$ cat src/core/optc_pkg.sv
// shared constants, register map and carrier types for the output phase/status control block
package optc_pkg;

  // structure sizes
  localparam int NUM_OUT  = 8;
  localparam int NUM_PLL  = 2;
  localparam int NUM_FLAG = 8;
  localparam int STEP_W   = 5;
  localparam int FINE_W   = 4;
  localparam int SRC_W    = 3;

  // timing: settle window after relock or resync
  localparam int CLK_PERIOD_NS = 5;
  localparam int SETTLE_NS     = 350;
  localparam int SETTLE_CYC    = (SETTLE_NS / CLK_PERIOD_NS < 1) ? 1 : SETTLE_NS / CLK_PERIOD_NS;

  // coarse adjustment figures
  localparam logic [4:0] COARSE_MAX_STEPS = 5'h1f;
  localparam logic [1:0] COARSE_GAP_LAST  = 2'h3;  // one stretch every 4 output periods

  // register byte offsets
  localparam logic [7:0] REG_CTRL     = 8'h00;
  localparam logic [7:0] REG_OUTCTL   = 8'h04;
  localparam logic [7:0] REG_SRC      = 8'h08;
  localparam logic [7:0] REG_FINE     = 8'h0c;
  localparam logic [7:0] REG_COARSE0  = 8'h10;
  localparam logic [7:0] REG_COARSE7  = 8'h2c;
  localparam logic [7:0] REG_GPIO_CFG = 8'h30;
  localparam logic [7:0] REG_GPIO_IN  = 8'h34;
  localparam logic [7:0] REG_FLAG     = 8'h38;
  localparam logic [7:0] REG_IRQ_EN   = 8'h3c;
  localparam logic [7:0] REG_LIVE     = 8'h40;

  // field positions
  localparam int F_CTRL_SHUT  = 2;
  localparam int F_OUT_INV    = 8;
  localparam int F_OUT_CINV   = 16;
  localparam int F_OUT_PD     = 24;
  localparam int F_SRC_BYP    = 24;
  localparam int F_CO_TRIG    = 8;
  localparam int F_CO_BUSY    = 9;
  localparam int F_GPIO_FIX   = 8;
  localparam int F_GPIO_GPO   = 16;
  localparam int F_FLAG_IRQ   = 8;

  // divider source select codes
  localparam logic [2:0] SRC_PLL0  = 3'h0;
  localparam logic [2:0] SRC_PLL1  = 3'h1;
  localparam logic [2:0] SRC_FRAC2 = 3'h2;
  localparam logic [2:0] SRC_FRAC3 = 3'h3;

  // pins whose fixed input function is a reference select
  localparam logic [7:0] CSEL_PIN_MASK = 8'hcc;

  localparam logic [31:0] RST_WORD = 32'h0000_0000;

  // classic wishbone request
  typedef struct packed {
    logic        cyc;
    logic        stb;
    logic        we;
    logic [3:0]  sel;
    logic [7:0]  adr;
    logic [31:0] dat;
  } optc_wb_req_t;

  // live alarm vector, also the sticky flag layout
  typedef struct packed {
    logic [3:0] ref_loss;
    logic [1:0] hold;
    logic [1:0] unlock;
  } optc_alarm_t;

endpackage : optc_pkg

$ cat src/core/optc_core.sv
// output phase adjustment, enable gating, gpio muxing and sticky status for the clock outputs
//
// Implementation choices: the address map and the Wishbone interface to the registers.
`timescale 1ns/10ps
`default_nettype none

module optc_core #(
  parameter int SETTLE_CYCLES = optc_pkg::SETTLE_CYC
) (
  input  wire logic                  i_clk_sys,
  input  wire logic                  i_rst_n,
  input  wire optc_pkg::optc_wb_req_t i_wb,
  output logic                       o_wb_ack,
  output logic [31:0]                o_wb_dat,
  input  wire logic [1:0]            i_pll_lock,
  input  wire logic [1:0]            i_hold_alarm,
  input  wire logic [3:0]            i_ref_loss,
  input  wire logic                  i_cfg_loaded,
  input  wire logic [7:0]            i_out_period_tick,
  input  wire logic [7:0]            i_gpio_in,
  output logic [7:0]                 o_gpio_out,
  output logic [7:0]                 o_gpio_oe,
  output logic [7:0]                 o_out_drive_en,
  output logic [7:0]                 o_out_invert,
  output logic [7:0]                 o_comp_invert,
  output logic [7:0]                 o_out_power_down,
  output logic [23:0]                o_divider_source_select,
  output logic [3:0]                 o_div_bypass,
  output logic                       o_pll1_shutdown,
  output logic [7:0]                 o_coarse_stretch,
  output logic [7:0]                 o_fine_load,
  output logic [7:0]                 o_fine_offset,
  output logic [1:0]                 o_pll0_ref_select_pin,
  output logic [1:0]                 o_pll1_ref_select_pin,
  output logic [1:0]                 o_outputs_settling,
  output logic                       o_irq_n_pin
);
  import optc_pkg::*;

  localparam int SCNT_W = $clog2(SETTLE_CYCLES + 1);

  ////////////////////////////////////////////////////////////////////////////////
  // functions

  // byte-lane merge of a wishbone write
  function automatic logic [31:0] wmerge(input logic [31:0] old, input logic [31:0] dat,
                                         input logic [3:0] sel);
    logic [31:0] r;
    r = old;
    for (int b = 0; b < 4; b++) begin
      if (sel[b]) begin
        r[8*b +: 8] = dat[8*b +: 8];
      end
    end
    return r;
  endfunction : wmerge

  // outputs whose divider is fed, directly or via a fractional divider, by a pll
  function automatic logic [7:0] pll_members(input logic [23:0] src, input logic pll);
    logic [7:0] m;
    logic [2:0] p;
    m = 8'h00;
    p = pll ? SRC_PLL1 : SRC_PLL0;
    for (int i = 0; i < NUM_OUT; i++) begin
      m[i] = (src[SRC_W*i +: SRC_W] == p)
           | ((src[SRC_W*i +: SRC_W] == SRC_FRAC2) && (src[SRC_W*2 +: SRC_W] == p))
           | ((src[SRC_W*i +: SRC_W] == SRC_FRAC3) && (src[SRC_W*3 +: SRC_W] == p));
    end
    return m;
  endfunction : pll_members

  // live status bit carried by a pin in fixed output mode
  function automatic logic gpio_status(input int pin, input logic [7:0] live);
    case (pin)
      0:       return live[0];
      1:       return live[2];
      2:       return live[4];
      3:       return live[1];
      4:       return live[3];
      5:       return live[5];
      6:       return live[6];
      default: return live[7];
    endcase
  endfunction : gpio_status

  ////////////////////////////////////////////////////////////////////////////////
  // reset release and pin synchronisers

  logic [1:0]  rst_pipe_reg;
  logic        rst_n;
  logic [16:0] sync1_reg;
  logic [16:0] sync2_reg;

  // async assert, release through two flops
  always_ff @(posedge i_clk_sys or negedge i_rst_n) begin
    if (!i_rst_n) begin
      rst_pipe_reg <= 2'h0;
    end else begin
      rst_pipe_reg <= {rst_pipe_reg[0], 1'b1};
    end
  end
  assign rst_n = rst_pipe_reg[1];

  // every pin passes two flops before any logic reads it
  always_ff @(posedge i_clk_sys or negedge rst_n) begin
    if (!rst_n) begin
      sync1_reg <= 17'h0_0003;  // lock bits rest high: no false unlock flag after reset
      sync2_reg <= 17'h0_0003;
    end else begin
      sync1_reg <= {i_cfg_loaded, i_gpio_in, i_ref_loss, i_hold_alarm, i_pll_lock};
      sync2_reg <= sync1_reg;
    end
  end

  logic        cfg_ok;
  logic [7:0]  pin_in;
  logic [1:0]  locked;
  optc_alarm_t alarm;

  assign locked         = sync2_reg[1:0];
  assign alarm.unlock   = ~sync2_reg[1:0];  // lock state only, settle excluded
  assign alarm.hold     = sync2_reg[3:2];
  assign alarm.ref_loss = sync2_reg[7:4];
  assign pin_in         = sync2_reg[15:8];
  assign cfg_ok         = sync2_reg[16];

  ////////////////////////////////////////////////////////////////////////////////
  // wishbone slave: one wait state, unmapped reads zero, unmapped writes dropped

  logic        acc;
  logic        wr;
  logic [31:0] wd;
  logic [2:0]  co_idx;
  logic        co_hit;
  logic [31:0] rdata;

  assign acc    = i_wb.cyc & i_wb.stb & ~o_wb_ack;
  assign wr     = acc & i_wb.we;
  assign co_hit = (i_wb.adr >= REG_COARSE0) && (i_wb.adr <= REG_COARSE7) && (i_wb.adr[1:0] == 2'h0);
  assign co_idx = 3'((i_wb.adr - REG_COARSE0) >> 2);

  logic [2:0]  ctrl_reg;
  logic [31:0] outctl_reg;
  logic [27:0] src_reg;
  logic [7:0]  fine_reg;
  logic [4:0]  steps_reg [NUM_OUT];
  logic [7:0]  trig_reg;
  logic [7:0]  busy_reg;
  logic [23:0] gpio_reg;
  logic [7:0]  flag_reg;
  logic [7:0]  ien_reg;

  // ack is a single-cycle answer, dropped the cycle after
  always_ff @(posedge i_clk_sys or negedge rst_n) begin
    if (!rst_n) begin
      o_wb_ack <= 1'b0;
      o_wb_dat <= RST_WORD;
    end else begin
      o_wb_ack <= acc;
      o_wb_dat <= acc ? rdata : RST_WORD;
    end
  end

  // read mux
  always_comb begin
    rdata = RST_WORD;
    if (co_hit) begin
      rdata[STEP_W-1:0]  = steps_reg[co_idx];
      rdata[F_CO_TRIG]   = trig_reg[co_idx];
      rdata[F_CO_BUSY]   = busy_reg[co_idx];
    end else begin
      case (i_wb.adr)
        REG_CTRL:     rdata[2:0]  = ctrl_reg;
        REG_OUTCTL:   rdata       = outctl_reg;
        REG_SRC:      rdata[27:0] = src_reg;
        REG_FINE:     rdata[7:0]  = fine_reg;
        REG_GPIO_CFG: rdata[23:0] = gpio_reg;
        REG_GPIO_IN:  rdata[7:0]  = pin_in;                   // general_input_bit
        REG_FLAG:     rdata[8:0]  = {|(flag_reg & ien_reg), flag_reg};
        REG_IRQ_EN:   rdata[7:0]  = ien_reg;
        REG_LIVE:     rdata[7:0]  = alarm;
        default:      rdata       = RST_WORD;
      endcase
    end
  end

  // configuration registers
  always_ff @(posedge i_clk_sys or negedge rst_n) begin
    if (!rst_n) begin
      ctrl_reg   <= 3'h0;
      outctl_reg <= RST_WORD;
      src_reg    <= 28'h000_0000;
      fine_reg   <= 8'h00;
      gpio_reg   <= 24'h00_0000;
      ien_reg    <= 8'h00;
    end else if (wr) begin
      case (i_wb.adr)
        REG_CTRL:     ctrl_reg   <= 3'(wmerge({29'h0, ctrl_reg}, i_wb.dat, i_wb.sel));
        REG_OUTCTL:   outctl_reg <= wmerge(outctl_reg, i_wb.dat, i_wb.sel);
        REG_SRC:      src_reg    <= 28'(wmerge({4'h0, src_reg}, i_wb.dat, i_wb.sel));
        REG_FINE:     fine_reg   <= 8'(wmerge({24'h0, fine_reg}, i_wb.dat, i_wb.sel));
        REG_GPIO_CFG: gpio_reg   <= 24'(wmerge({8'h0, gpio_reg}, i_wb.dat, i_wb.sel));
        REG_IRQ_EN:   ien_reg    <= 8'(wmerge({24'h0, ien_reg}, i_wb.dat, i_wb.sel));
        default:      ctrl_reg   <= ctrl_reg;
      endcase
    end
  end

  // current coarse word with the write's byte lanes merged in
  assign wd = wmerge({23'h0, trig_reg[co_idx], 3'h0, steps_reg[co_idx]}, i_wb.dat, i_wb.sel);

  // coarse request: step count and trigger toggle per output
  always_ff @(posedge i_clk_sys or negedge rst_n) begin
    if (!rst_n) begin
      for (int i = 0; i < NUM_OUT; i++) begin
        steps_reg[i] <= 5'h00;
      end
      trig_reg <= 8'h00;
    end else if (wr && co_hit) begin
      steps_reg[co_idx] <= wd[STEP_W-1:0];                     // up to 31 steps
      trig_reg[co_idx]  <= wd[F_CO_TRIG];
    end
  end

  ////////////////////////////////////////////////////////////////////////////////
  // resync events per pll

  logic [7:0] member [NUM_PLL];
  logic [1:0] lock_d_reg;
  logic [1:0] tog_d_reg;
  logic [1:0] evt;
  logic [7:0] clr;
  logic [7:0] load;
  logic [3:0] bypass;

  assign member[0] = pll_members(src_reg[23:0], 1'b0);
  assign member[1] = pll_members(src_reg[23:0], 1'b1);
  assign bypass    = src_reg[F_SRC_BYP +: 4];

  // relock or a flipped resync bit both resync the pll's outputs
  assign evt  = (locked & ~lock_d_reg) | (ctrl_reg[1:0] ^ tog_d_reg);
  // coarse cleared while unlocked, on resync, and on power-down
  assign clr  = (member[0] & {8{evt[0] | ~locked[0]}})
              | (member[1] & {8{evt[1] | ~locked[1]}})
              | outctl_reg[F_OUT_PD +: 8];
  assign load = (member[0] & {8{evt[0]}}) | (member[1] & {8{evt[1]}});

  always_ff @(posedge i_clk_sys or negedge rst_n) begin
    if (!rst_n) begin
      lock_d_reg <= 2'h3;  // matches the resting lock level, so no false relock
      tog_d_reg  <= 2'h0;
    end else begin
      lock_d_reg <= locked;
      tog_d_reg  <= ctrl_reg[1:0];
    end
  end

  // fine reload; fractional outputs jump straight to the new offset, phase otherwise free
  always_ff @(posedge i_clk_sys or negedge rst_n) begin
    if (!rst_n) begin
      o_fine_load   <= 8'h00;
      o_fine_offset <= 8'h00;
    end else begin
      o_fine_load <= load;
      if (load[2]) begin
        o_fine_offset[FINE_W-1:0] <= fine_reg[FINE_W-1:0];
      end
      if (load[3]) begin
        o_fine_offset[FINE_W +: FINE_W] <= fine_reg[FINE_W +: FINE_W];
      end
    end
  end

  // settle window; kept apart from the unlock status on purpose
  logic [SCNT_W-1:0] scnt_reg [NUM_PLL];

  always_ff @(posedge i_clk_sys or negedge rst_n) begin
    if (!rst_n) begin
      scnt_reg[0]        <= '0;
      scnt_reg[1]        <= '0;
      o_outputs_settling <= 2'h0;
    end else begin
      for (int p = 0; p < NUM_PLL; p++) begin
        if (evt[p]) begin
          scnt_reg[p] <= SCNT_W'(SETTLE_CYCLES);
        end else if (scnt_reg[p] != '0) begin
          scnt_reg[p] <= scnt_reg[p] - SCNT_W'(1);
        end
        o_outputs_settling[p] <= evt[p] | (scnt_reg[p] > SCNT_W'(1));
      end
    end
  end

  ////////////////////////////////////////////////////////////////////////////////
  // coarse engine: stretch one period per tick, then skip three output periods

  logic [4:0] remain_reg [NUM_OUT];
  logic [1:0] gap_reg    [NUM_OUT];
  logic [7:0] trig_d_reg;
  logic [7:0] start;
  logic [7:0] byp_out;

  // only outputs 4..7 have a bypassable first stage
  assign byp_out = {bypass, 4'h0};

  // a toggle while busy is dropped, software must wait for busy low
  always_comb begin
    for (int i = 0; i < NUM_OUT; i++) begin
      start[i] = (trig_reg[i] ^ trig_d_reg[i]) & ~busy_reg[i] & ~clr[i]
               & ~byp_out[i];                                  // bypassed stage: no coarse
    end
  end

  always_ff @(posedge i_clk_sys or negedge rst_n) begin
    if (!rst_n) begin
      trig_d_reg       <= 8'h00;
      busy_reg         <= 8'h00;
      o_coarse_stretch <= 8'h00;
      for (int i = 0; i < NUM_OUT; i++) begin
        remain_reg[i] <= 5'h00;
        gap_reg[i]    <= 2'h0;
      end
    end else begin
      trig_d_reg <= trig_reg;
      for (int i = 0; i < NUM_OUT; i++) begin
        o_coarse_stretch[i] <= 1'b0;
        if (clr[i]) begin
          busy_reg[i]   <= 1'b0;
          remain_reg[i] <= 5'h00;
          gap_reg[i]    <= 2'h0;
        end else if (start[i]) begin
          busy_reg[i]   <= (steps_reg[i] != 5'h00);
          remain_reg[i] <= steps_reg[i];
          gap_reg[i]    <= 2'h0;
        end else if (busy_reg[i] && i_out_period_tick[i]) begin
          if (gap_reg[i] == 2'h0) begin
            o_coarse_stretch[i] <= 1'b1;                       // one source period longer
            remain_reg[i]       <= remain_reg[i] - 5'h01;
            gap_reg[i]          <= COARSE_GAP_LAST;
            busy_reg[i]         <= (remain_reg[i] != 5'h01);
          end else begin
            gap_reg[i] <= gap_reg[i] - 2'h1;
          end
        end
      end
    end
  end

  ////////////////////////////////////////////////////////////////////////////////
  // pins: gpio mux, output enable gating, output controls

  logic [7:0] pin_oe;
  logic [7:0] fix_in;

  // before configuration every pin is the enable of its own output
  assign fix_in = ~gpio_reg[7:0] & gpio_reg[F_GPIO_FIX +: 8];
  always_comb begin
    for (int i = 0; i < NUM_OUT; i++) begin
      if (!cfg_ok) begin
        pin_oe[i] = pin_in[i];
      end else if (fix_in[i] && !CSEL_PIN_MASK[i]) begin
        pin_oe[i] = pin_in[i];
      end else begin
        pin_oe[i] = 1'b1;
      end
    end
  end

  always_ff @(posedge i_clk_sys or negedge rst_n) begin
    if (!rst_n) begin
      o_gpio_out            <= 8'h00;
      o_gpio_oe             <= 8'h00;
      o_pll0_ref_select_pin <= 2'h0;
      o_pll1_ref_select_pin <= 2'h0;
    end else begin
      for (int i = 0; i < NUM_OUT; i++) begin
        o_gpio_oe[i]  <= cfg_ok & gpio_reg[i];
        o_gpio_out[i] <= gpio_reg[F_GPIO_FIX + i] ? gpio_status(i, alarm)
                                                  : gpio_reg[F_GPIO_GPO + i];
      end
      // fixed-input pins 2/6 and 3/7 select references
      o_pll0_ref_select_pin <= cfg_ok ? ({pin_in[6], pin_in[2]} & {fix_in[6], fix_in[2]})
                                      : 2'h0;
      o_pll1_ref_select_pin <= cfg_ok ? ({pin_in[7], pin_in[3]} & {fix_in[7], fix_in[3]})
                                      : 2'h0;
    end
  end

  // output drive gating and static controls
  always_ff @(posedge i_clk_sys or negedge rst_n) begin
    if (!rst_n) begin
      o_out_drive_en          <= 8'h00;
      o_out_invert            <= 8'h00;
      o_comp_invert           <= 8'h00;
      o_out_power_down        <= 8'h00;
      o_divider_source_select <= 24'h00_0000;
      o_div_bypass            <= 4'h0;
      o_pll1_shutdown         <= 1'b0;
    end else begin
      o_out_drive_en <= outctl_reg[7:0] & pin_oe & ~outctl_reg[F_OUT_PD +: 8]
                      & ~(member[1] & {8{ctrl_reg[F_CTRL_SHUT]}});
      o_out_invert            <= outctl_reg[F_OUT_INV +: 8];
      o_comp_invert           <= outctl_reg[F_OUT_CINV +: 8];
      o_out_power_down        <= outctl_reg[F_OUT_PD +: 8];
      o_divider_source_select <= src_reg[23:0];
      o_div_bypass            <= bypass;
      o_pll1_shutdown         <= ctrl_reg[F_CTRL_SHUT];
    end
  end

  ////////////////////////////////////////////////////////////////////////////////
  // sticky status flags and interrupt pin

  logic [7:0] w1c;
  assign w1c = (wr && (i_wb.adr == REG_FLAG) && i_wb.sel[0]) ? i_wb.dat[7:0] : 8'h00;

  // a live alarm wins over the write-one clear
  always_ff @(posedge i_clk_sys or negedge rst_n) begin
    if (!rst_n) begin
      flag_reg    <= 8'h00;
      o_irq_n_pin <= 1'b1;
    end else begin
      flag_reg    <= alarm | (flag_reg & ~w1c);
      o_irq_n_pin <= ~|(flag_reg & ien_reg);
    end
  end
endmodule : optc_core

`default_nettype wire

$ cat config.mk
export PLATFORM = sky130hd
export DESIGN_NAME = optc_core
export DESIGN_NICKNAME = d
export VERILOG_FILES = /design/src/core/optc_pkg.sv /design/src/core/optc_core.sv
export SDC_FILE = /design/constraint.sdc
export NUM_CORES = 1
export LEC_CHECK = 0
export ABC_AREA = 1
export BUFFER_PORTS_ARGS = -buffer_cell sky130_fd_sc_hd__clkbuf_2
export CAP_MARGIN = 5
export CORE_ASPECT_RATIO = 0.75
export CORE_MARGIN = 2
export CORE_UTILIZATION = 63
export DETAILED_ROUTE_END_ITERATION = 8
export PLACE_DENSITY = 0.85
export SLEW_MARGIN = 20
export SYNTH_ARGS = -nofsm -noshare
export SYNTH_HDL_FRONTEND = slang
export SYNTH_SLANG_ARGS = --single-unit
$ cat constraint.sdc
create_clock -name i_clk_sys -period 22.4 [get_ports i_clk_sys]
set_input_delay 5.6 -clock i_clk_sys [delete_from_list [all_inputs] [get_ports i_clk_sys]]
set_output_delay 5.6 -clock i_clk_sys [all_outputs]
set_load 0.05 [all_outputs]
==> summary.md, run 1 <==
| Metric | Value |
|---|---|
| P per Cell Area | `76.07 nW/um^2` |
| Final setup TNS | `0 ns` |
| Dominant synthesized flop cell | `dfrtp_1` |
| Hold Vio Cnt, Final | `0` |
| Setup violators final | `0` |
| Avg WL per Cell | `20.12 um` |
| Reg2reg start | `rst_pipe_reg[1]` |
| Comb pwr share | `0.077` |
| Cell-internal power | `1.237 mW` |
| Mean post-synth cell area | `8.920 sq um` |
| Reg2Reg Setup Slack | `19.15 ns` |
| CTS sink count | `426` |
| Number of global-route vias before repair | `15490` |
| DR iter-0 viols | `1837` |
| Yosys Warn Count | `0` |
| Clk pwr share | `0.428` |
| DPL Wire Length | `40580 um` |
| Pin count of the biggest net entering global routing | `83` |
| Worst-skew pair later-pin latency | `0.56 ns` |
| Crit path max-delay family | `simple AND/OR/NAND/NOR gates` |
| CTS resizes | `0` |
| Initial antenna violation count | `1` |
| Post-CTS Setup Bufs | `0` |
| Hold_buf cts | `0` |
| IO Port Bufs | `214` |
| GP Congestion | `1.002` |
| Cell area after synthesis | `18940 sq um` |
| Die area | `31480 sq um` |
| Cell variety after synth | `51` |
| Antenna Nets Post-Route | `0` |
| CP max stage delay | `0.47 ns` |
| Clk_skew | `0.02790 ns` |
| Die X | `204.2 um` |
| CP Capture Type | `flop` |
| Rows | `54` |
| First-pass GRT wire length | `86820 um` |
| Setup CP Type | `in -> reg` |
| Gr ovfl total | `0` |
| Area Overhead vs Synth | `14.29%` |
| Commonest non-fill, non-tap cell in the layout | `nand2_1` |
| Syn nets | `2225` |
| #FFs+latches synth | `426` |
| Fmax | `136.9 MHz` |
| Total GRT Usage | `0.3613` |
| Critical-path top delay cell | `nand2_1` |
| CTS tree | `built` |
| RSZ-0062 raised after global routing | `false` |
| WP depth | `9` |
| Worst R2R End | `gap_reg[15]` |
| Die Y | `154.1 um` |
| Rel. slew slack | `0.3477` |
| Register area share after synthesis | `0.5634` |
| Number of synthesized flops with an enable pin | `0` |
| Cell count of the worst reg-to-reg path | `4` |
| Worst slew pin tran | `0.9784 ns` |
| WP buf/inv | `3` |
| Detailed-route DRC error count | `0` |
| Worst EP arrival | `7.71 ns` |
| Core Util, Final | `0.7381` |
| Tightest Hold Check Type | `reg -> async` |
| Static leakage | `11.02 nW` |
| # IOs | `215` |
| Clk pin slew, worst setup/hold paths | `0.07 ns` |
| Max Slew Vio Count | `0` |
| Share of flip-flops with an asynchronous set or reset | `1.000` |
| H-tree level count | `2` |
| Via Count | `16240` |
| Clk buf depth | `3` |
| Starting Density | `0.6458` |
| Num CTS Buffers | `40` |
| Fillcell total | `2101` |
| Post-Syn Instances | `2123` |
| Net Switching | `409.0 uW` |
| Share of layout cells above drive strength 1 | `0.1624` |
| Final wirelength | `55620 um` |
| Startpoint types | `primary input` |
| Initial DRT Pass Iterations | `6` |
| Commonest non-fill, non-tap cells in the layout | `554 x nand2_1, 418 x dfrtp_1, 237 x inv_1` |
| Seq pwr share | `0.494` |
| Status | `finished clean` |
| CP Max Fanout | `31` |
| Switching share of power | `0.2484` |
| Tmin final | `7.305 ns` |
| Worst-path cell chain | `clkbuf_2 > inv_4 > nand2_4 > nor2_4 > nand2_4 > inv_2 > nand2_1 > nand2_1 > o21ai_0` |
| Fin crit share | `0.3261` |
| Core Area | `29320 sq um` |
| Max Cap Violations | `0` |
| NumNets Final | `2445` |
| VDD IR max | `74.52 uV` |
| Root buffer cell | `clkbuf_16` |
| WP data required | `22.81 ns` |
| Vias per inst | `5.876` |
==> cells in the mapped netlist, types with 4 or more instances <==
cell	n	area (sq um)
nand4_1	39	244.0
nand2_2	13	81.33
o2111ai_1	4	35.03
inv_1	237	889.6
xnor2_1	17	148.9
nor3_2	5	50.05
nor2_2	12	75.07
o21ai_0	118	590.6
nor2_4	11	123.9
a31oi_1	10	62.56
inv_2	17	63.81
a211oi_1	7	52.55
nand3b_1	8	60.06
o211ai_1	9	67.56
buf_2	12	60.06
dfrtp_1	419	10490
o21ai_1	53	265.3
nand2_4	6	67.56
ha_1	28	350.3
nand2_1	554	2079
nand3_2	5	50.05
a22oi_1	4	30.03
or2_2	7	43.79
nor2_1	137	514.2
nand3_1	186	930.9
buf_6	10	112.6
buf_4	9	67.56
xor2_1	12	105.1
nor3_1	33	165.2
a21oi_1	50	250.2
o22ai_1	24	150.1
inv_4	4	25.02
clkbuf_1	12	45.04
nor4_1	8	50.05
a22o_1	9	78.83
a221oi_1	4	35.03
o21a_1	4	30.03
dfstp_2	7	183.9
==> per-stage QoR <==
| stage | std cells | hold slack, ns | worst slack [ns] | cell area (sq um) | power (mW) |
|---|---|---|---|---|---|
| 2_1_floorplan | 2123 | 0.3312 | 9.660 | 18940 | 0.9076 |
| 3_3_place_gp | 2692 | 0.3146 | 14.81 | 20260 | 0.9441 |
| 3_5_place_dp | 2692 | 0.3216 | 14.61 | 20260 | 0.9501 |
| 4_1_cts | 2762 | 0.3227 | 15.17 | 21610 | 1.647 |
| 5_1_grt | 2763 | 0.3506 | 14.94 | 21640 | 1.696 |
| 6_report | 2764 | 0.2943 | 15.10 | 21640 | 1.646 |
==> power by group through the flow <==
stage | Clock, mW | Sequential (mW) | Combinational [mW]
finish | 0.705 | 0.814 | 0.127
global route | 0.740 | 0.816 | 0.141
CTS | 0.708 | 0.813 | 0.126
detailed placement | 0 | 0.826 | 0.124
global placement | 0 | 0.825 | 0.119
floorplan | 0 | 0.842 | 0.0658
==> how the worst max path moves through the flow <==
stage                    start             end  slack, ns
2_1_floorplan  rst_pipe_reg[1]     busy_reg[0]       9.66
3_3_place_gp          i_wb[36]   outctl_reg[1]      14.81
3_5_place_dp          i_wb[36]  outctl_reg[15]      14.61
4_1_cts               i_wb[36]  outctl_reg[13]      15.17
5_1_grt               i_wb[36]  outctl_reg[13]      14.94
6_report              i_wb[36]  outctl_reg[15]      15.10
==> area by class of cell <==
class,instances,area (sq um),share of cell area
clock inverters,14,187.7,0.008672
clock buffers,56,1164,0.05376
flip-flops and latches,426,10670,0.4931
diodes,1,2.502,0.0001156
multi-input cells,1395,6999,0.3234
repair buffers,221,1144,0.05284
well taps,392,490.5,0.02266
inverters,259,983.4,0.04544
==> per-layer routing <==
layer  global-route usage  part of all wire
met1               0.5347              0.42
met2               0.5196              0.43
met3               0.1119              0.13
met4              0.09800             0.025
met5                    0                 0
==> cells by family (layout without fill, tap and decap cells) <==
family          count (synthesis)  in the layout  synth area share
buf+inv                       302            550           0.06700
other cells                     1              2         0.0001980
compound gates                305            305           0.09210
xor+xnor                       29             29           0.01341
flops                         426            426            0.5634
fa+ha+maj                      28             28           0.01850
simple gates                 1032           1032            0.2454
Note: power is estimated with default switching activity, not from simulation.
==> run 2, diff against run 1 <==
--- a/config.mk
+++ b/config.mk
@@ -10,9 +10,9 @@
 export CAP_MARGIN = 5
 export CORE_ASPECT_RATIO = 0.75
 export CORE_MARGIN = 2
-export CORE_UTILIZATION = 63
+export CORE_UTILIZATION = 53
 export DETAILED_ROUTE_END_ITERATION = 8
-export PLACE_DENSITY = 0.85
+export PLACE_DENSITY = 0.76
 export SLEW_MARGIN = 20
 export SYNTH_ARGS = -nofsm -noshare
 export SYNTH_HDL_FRONTEND = slang
==> constraint.sdc (replaced) <==
create_clock -name i_clk_sys -period 6.1 [get_ports i_clk_sys]
set_input_delay 1.525 -clock i_clk_sys [delete_from_list [all_inputs] [get_ports i_clk_sys]]
set_output_delay 1.525 -clock i_clk_sys [all_outputs]
set_load 0.05 [all_outputs]
==> run 2 against run 1 <==
  * Global-route usage decreased by 6.1 points
  * Setup slack got worse by 12 ns
  * Register-to-register slack got worse by 15 ns
  * Core utilization decreased by 12 points
  * Combinational power increased to 3.6 times the previous value
  * Total power increased to 3.7 times the previous value
  * Via count decreased by 1.0%
  * Die area increased by 18%
  * Count of clock-buffer cells in the layout increased by 7
  * Wire length decreased by 0.40%
  * Critical endpoint is now outctl_reg[1]
==> summary.md, run 2 (synthesis results as in run 1) <==
| Metric | Value |
|---|---|
| Starting Density | `0.5423 (-0.1035)` |
| DPL Wire Length | `41300 um (+1.8%)` |
| Avg WL per Cell | `19.57 um (-2.8%)` |
| Min Hold Slack | `0.2969 ns (+0.002525 ns)` |
| Final setup TNS | `0 ns (unchanged)` |
| Die Y | `167.7 um (+8.8%)` |
| Final wirelength | `55400 um (-0.40%)` |
| Initial DRT Pass Iterations | `5 (-1)` |
| Final instance area | `21750 sq um (+0.47%)` |
| IO Port Bufs | `214 (unchanged)` |
| Clk buf depth | `3 (unchanged)` |
| Initial antenna violation count | `4 (+3)` |
| Worst-skew pair later-pin latency | `0.56 ns (about the same)` |
| Rel. slew slack | `0.4273 (+0.07960)` |
| Worst EP arrival | `3.66 ns (-4.05 ns)` |
| Clk_skew | `0.03079 ns (+0.002885 ns)` |
| CP Capture Type | `flop` |
| Antenna Nets Post-Route | `0 (unchanged)` |
| Number of global-route vias before repair | `15310 (-1.1%)` |
| CTS resizes | `0 (unchanged)` |
| Setup CP Type | `in -> reg` |
| Fmax | `313.3 MHz` |
| Commonest non-fill, non-tap cells in the layout | `554 x nand2_1, 418 x dfrtp_1, 237 x inv_1` |
| WP data required | `6.56 ns (-16.25 ns)` |
| Detailed-route DRC error count | `0 (unchanged)` |
| Die X | `222.3 um (+8.8%)` |
| Static leakage | `11.01 nW (about the same)` |
| Root buffer cell | `clkbuf_16` |
| Commonest non-fill, non-tap cell in the layout | `nand2_1` |
| DR iter-0 viols | `2067 (+13%)` |
| NumNets Final | `2445 (unchanged)` |
| Startpoint types | `primary input` |
| RSZ-0062 raised after global routing | `false` |
| Overall power | `6.045 mW (+270%)` |
| Total GRT Usage | `0.3005 (-0.06088)` |
| Setup violators final | `0 (unchanged)` |
| GP Congestion | `0.9924 (-0.91%)` |
| Die area | `37270 sq um (+18%)` |
| Pin count of the biggest net entering global routing | `154 (+86%)` |
| Rows | `59 (+9.3%)` |
| Gr ovfl total | `0 (unchanged)` |
| Worst R2R End | `remain_reg[25]` |
| Hold Vio Cnt, Final | `0 (unchanged)` |
| Cell count of the worst reg-to-reg path | `7 (+3)` |
| Tightest Hold Check Type | `reg -> async` |
| Hold_buf cts | `0 (unchanged)` |
| # IOs | `215 (unchanged)` |
| Share of layout cells above drive strength 1 | `0.1618 (-0.0005583)` |
| Clk pin slew, worst setup/hold paths | `0.07 ns (about the same)` |
| Via Count | `16080 (-1.0%)` |
| CP Max Fanout | `31 (unchanged)` |
| H-tree level count | `2 (unchanged)` |
| Vias per inst | `5.680 (-3.3%)` |
| Max Slew Vio Count | `0 (unchanged)` |
| Max Cap Violations | `0 (unchanged)` |
| Fin crit share | `0.5233` |
| Tmin final | `3.192 ns` |
| Post-CTS Setup Bufs | `0 (unchanged)` |
| First-pass GRT wire length | `86930 um (+0.12%)` |
| Reg2Reg Setup Slack | `3.67 ns (-15.48 ns)` |
| CTS sink count | `426 (unchanged)` |
| Reg2reg start | `sync2_reg[1]` |
| Area Overhead vs Synth | `14.83%` |
| Fillcell total | `2930 (+39%)` |
| CTS tree | `built` |
| P per Cell Area | `278.0 nW/um^2 (+270%)` |
| Status | `finished clean` |
| Num CTS Buffers | `42 (+5.0%)` |
| Placed cell area | `20360 sq um (+0.49%)` |
| Core Area | `34920 sq um (+19%)` |
| VDD IR max | `183.5 uV (+150%)` |
| Worst slew pin tran | `0.8590 ns (-0.1194 ns)` |
[run 2: worst max-delay path by stage]
stage | start | to | depth (start not counted)
after global placement | i_wb[36] | outctl_reg[4] | 9
after floorplan | rst_pipe_reg[1] | busy_reg[0] | 0
final | i_wb[36] | outctl_reg[1] | 8
after detailed placement | i_wb[36] | outctl_reg[1] | 9
after CTS | i_wb[36] | outctl_reg[2] | 9
after global routing | i_wb[36] | outctl_reg[19] | 8
[run 2: through the flow]
step	instances	worst slack, ns	util
after floorplan	2123	1.928	-
after global placement	2756	2.566	0.5831
after detailed placement	2756	2.447	0.5831
after CTS	2830	3.008	0.6227
after global routing	2830	2.751	0.6227
final	2831	2.908	0.6228
[run 2: cell type report]
class / instances / area, sq um / share of cell area
flip-flops and latches: 426 / 10670 / 0.4908
repair buffers: 219 / 1134 / 0.05213
clock inverters: 11 / 141.4 / 0.006502
well taps: 457 / 571.8 / 0.02629
clock buffers: 63 / 1241 / 0.05708
inverters: 259 / 983.4 / 0.04522
multi-input cells: 1395 / 6999 / 0.3219
diodes: 1 / 2.502 / 0.0001151
[run 2: worst max-delay path, stage by stage]
cell and delay (ns):
clkbuf_2 0.21, inv_4 0.22, nand2_4 0.10, nor2_4 0.19, nand2_4 0.13, inv_2 0.48, nand2_1 0.46, o21ai_0 0.32
[run 2: where the power goes]
part | switching (mW) | internal [mW]
Combinational | 0.328 | 0.130
Clock | 1.10 | 1.50
Sequential | 0.0776 | 2.91
[run 2: routing by layer]
metal	share of wire	GRT usage	up-vias
li1	-	-	7373
met1	0.44	0.4558	7786
met2	0.42	0.4278	818
met3	0.11	0.07984	100
met4	0.023	0.07697	2
met5	0.00023	0	-
==> run 3, diff against run 2 <==
==> constraint.sdc (replaced) <==
create_clock -name i_clk_sys -period 2.9 [get_ports i_clk_sys]
set_input_delay 0.725 -clock i_clk_sys [delete_from_list [all_inputs] [get_ports i_clk_sys]]
set_output_delay 0.725 -clock i_clk_sys [all_outputs]
set_load 0.05 [all_outputs]
==> run 3 against run 2 <==
  * Clock power increased by 130%
  * Combinational power increased by 120%
  * Cell area increased by 1.7%
  * Register-to-register slack got worse by 3.0 ns
  * Critical path depth decreased by 2
  * Setup slack got worse by 2.3 ns
  * Worst hold slack got worse by 0.039 ns
  * Sequential share of layout area decreased by 0.80 points
  * Clock skew decreased by 0.015 ns
  * Sequential cell count unchanged
  * Non-clock buffer count increased by 24
==> summary.md, run 3 (synthesis results as in run 1) <==
| Metric | Value |
|---|---|
| Status | `finished clean` |
| Worst slack at placement | `0.2554 ns (-2.192 ns)` |
| Worst-path cell chain | `nand4_2 > nand2_1 > nand2_1 > nor2_4 > nand2_1 > a211oi_1` |
| Tmin final | `2.256 ns` |
| Worst EP arrival | `2.69 ns (-0.97 ns)` |
| Clk_skew | `0.01542 ns (-0.01537 ns)` |
| Vias per inst | `5.658 (-0.38%)` |
| Final instance area | `22110 sq um (+1.7%)` |
| Share of layout cells above drive strength 1 | `0.1733 (+0.01151)` |
| Switching share of power | `0.2448 (-0.004778)` |
| CP max stage delay | `0.67 ns (+0.19 ns)` |
| Number of global-route vias before repair | `15500 (+1.3%)` |
| Rel. slew slack | `0.5525 (+0.1252)` |
| Clk buf depth | `3 (unchanged)` |
| P per Cell Area | `602.6 nW/um^2 (+120%)` |
| # IOs | `215 (unchanged)` |
| Overall power | `13.32 mW (+120%)` |
| Initial DRT Pass Iterations | `8 (+3)` |
| DR iter-0 viols | `1973 (-4.5%)` |
| Static leakage | `11.22 nW (+2.0%)` |
| Worst-skew pair later-pin latency | `0.55 ns (about the same)` |
| H-tree level count | `2 (unchanged)` |
| Final worst slack | `0.6441 ns (-2.264 ns)` |
| Die Y | `167.7 um (unchanged)` |
| Via Count | `16180 (+0.60%)` |
| Commonest non-fill, non-tap cells in the layout | `554 x nand2_1, 418 x dfrtp_1, 237 x inv_1` |
| First-pass GRT wire length | `89510 um (+3.0%)` |
| Starting Density | `0.5423 (unchanged)` |
| Clk pin slew, worst setup/hold paths | `0.06 ns (about the same)` |
| Placed cell count | `2779 (+0.83%)` |
| Tightest Hold Check Type | `in -> reg` |
| Post-CTS Setup Bufs | `0 (unchanged)` |
| Final wirelength | `57640 um (+4.1%)` |
| Rows | `59 (unchanged)` |
| Worst hold path depth | `1` |
| Root buffer cell | `clkbuf_16` |
| RSZ-0062 raised after global routing | `false` |
| Fin crit share | `0.7779` |
| Startpoint types | `flop` |
| Most used cell, CP | `nand2_1` |
| Die area | `37270 sq um (unchanged)` |
| Commonest non-fill, non-tap cell in the layout | `nand2_1` |
| Area Overhead vs Synth | `16.73%` |
| WP depth | `6 (-2)` |
| CP Max Fanout | `18 (-42%)` |
| Clk pwr share | `0.454 (+0.024)` |
| Placed cell area | `20560 sq um (+0.97%)` |
| Avg WL per Cell | `20.16 um (+3.0%)` |
| Post-layout instance count excluding filler cells | `2859 (+0.99%)` |
| Comb pwr share | `0.075 (about the same)` |
| Net Switching | `3.261 mW (+120%)` |
| Setup violators final | `0 (unchanged)` |
| Initial antenna violation count | `1 (-3)` |
| Max Cap Violations | `0 (unchanged)` |
| Critical-path top delay cell | `dfstp_2` |
| Hold_buf cts | `1 (+1)` |
| Cell-internal power | `10.06 mW (+120%)` |
| DPL Wire Length | `42850 um (+3.8%)` |
| IO Port Bufs | `214 (unchanged)` |
| WP data required | `3.33 ns (-3.23 ns)` |
| Core Area | `34920 sq um (unchanged)` |
| Detailed-route DRC error count | `0 (unchanged)` |
| Final setup TNS | `0 ns (unchanged)` |
| Setup CP Type | `reg -> reg` |
| Seq pwr share | `0.472 (-0.022)` |
| NumNets Final | `2469 (+0.98%)` |
| WP buf/inv | `0 (-3)` |
| GP Congestion | `1.015 (+2.2%)` |
| Pin count of the biggest net entering global routing | `86 (-44%)` |
| Total GRT Usage | `0.3116 (+0.01117)` |
| Num CTS Buffers | `42 (unchanged)` |
| Max Slew Vio Count | `0 (unchanged)` |
| Crit path max-delay family | `simple AND/OR/NAND/NOR gates` |
| Core Util, Final | `0.6331 (+0.01028)` |
| Min Hold Slack | `0.2582 ns (-0.03868 ns)` |
| Reg2Reg Setup Slack | `0.64 ns (-3.03 ns)` |
| Hold Vio Cnt, Final | `0 (unchanged)` |
| Worst slew pin tran | `0.6697 ns (-0.1894 ns)` |
| Die X | `222.3 um (unchanged)` |
| Antenna Nets Post-Route | `0 (unchanged)` |
| Cell count of the worst reg-to-reg path | `6 (-1)` |
| Gr ovfl total | `0 (unchanged)` |
| VDD IR max | `619.2 uV (+240%)` |
| CTS sink count | `426 (unchanged)` |
| CP Capture Type | `flop` |
| CTS tree | `built` |
| Fmax | `443.3 MHz` |
| CTS resizes | `0 (unchanged)` |
## run 3: final cells by class
class	count	area, sq um
clock inverters	21	326.6
clock buffers	56	1205
fillers	2872	12810
well taps	457	571.8
multi-input cells	1395	6999
repair buffers	243	1341
flip-flops and latches	426	10670
diodes	2	5.005
inverters	259	983.4
## run 3: final timing paths
kind                                       from             endpoint
max in group asynchronous       rst_pipe_reg[1]  o_coarse_stretch[5]
min in group asynchronous       rst_pipe_reg[1]         o_gpio_oe[2]
worst max-delay path               sync2_reg[1]           gap_reg[6]
worst max register to register     sync2_reg[1]           gap_reg[6]
worst min-delay path              i_pll_lock[1]         sync1_reg[1]
worst min register to register    sync1_reg[11]        sync2_reg[11]
## run 3: routing by layer
| layer | up-vias | GRT usage | wire (um) |
|---|---|---|---|
| li1 | 7408 | - | - |
| met1 | 7851 | 0.4846 | 26210 |
| met2 | 810 | 0.4342 | 23970 |
| met3 | 107 | 0.07124 | 5914 |
| met4 | 0 | 0.09078 | 1549 |
| met5 | - | 0 | 0 |
## run 3: power by group through the flow
| stage | sequential [mW] | clock [mW] | combinational [mW] |
|---|---|---|---|
| floorplan | 6.50 | 0 | 0.508 |
| global placement | 6.37 | 0 | 0.955 |
| detailed placement | 6.38 | 0 | 0.980 |
| CTS | 6.28 | 6.07 | 0.993 |
| global route | 6.29 | 6.34 | 1.10 |
| finish | 6.28 | 6.04 | 0.998 |
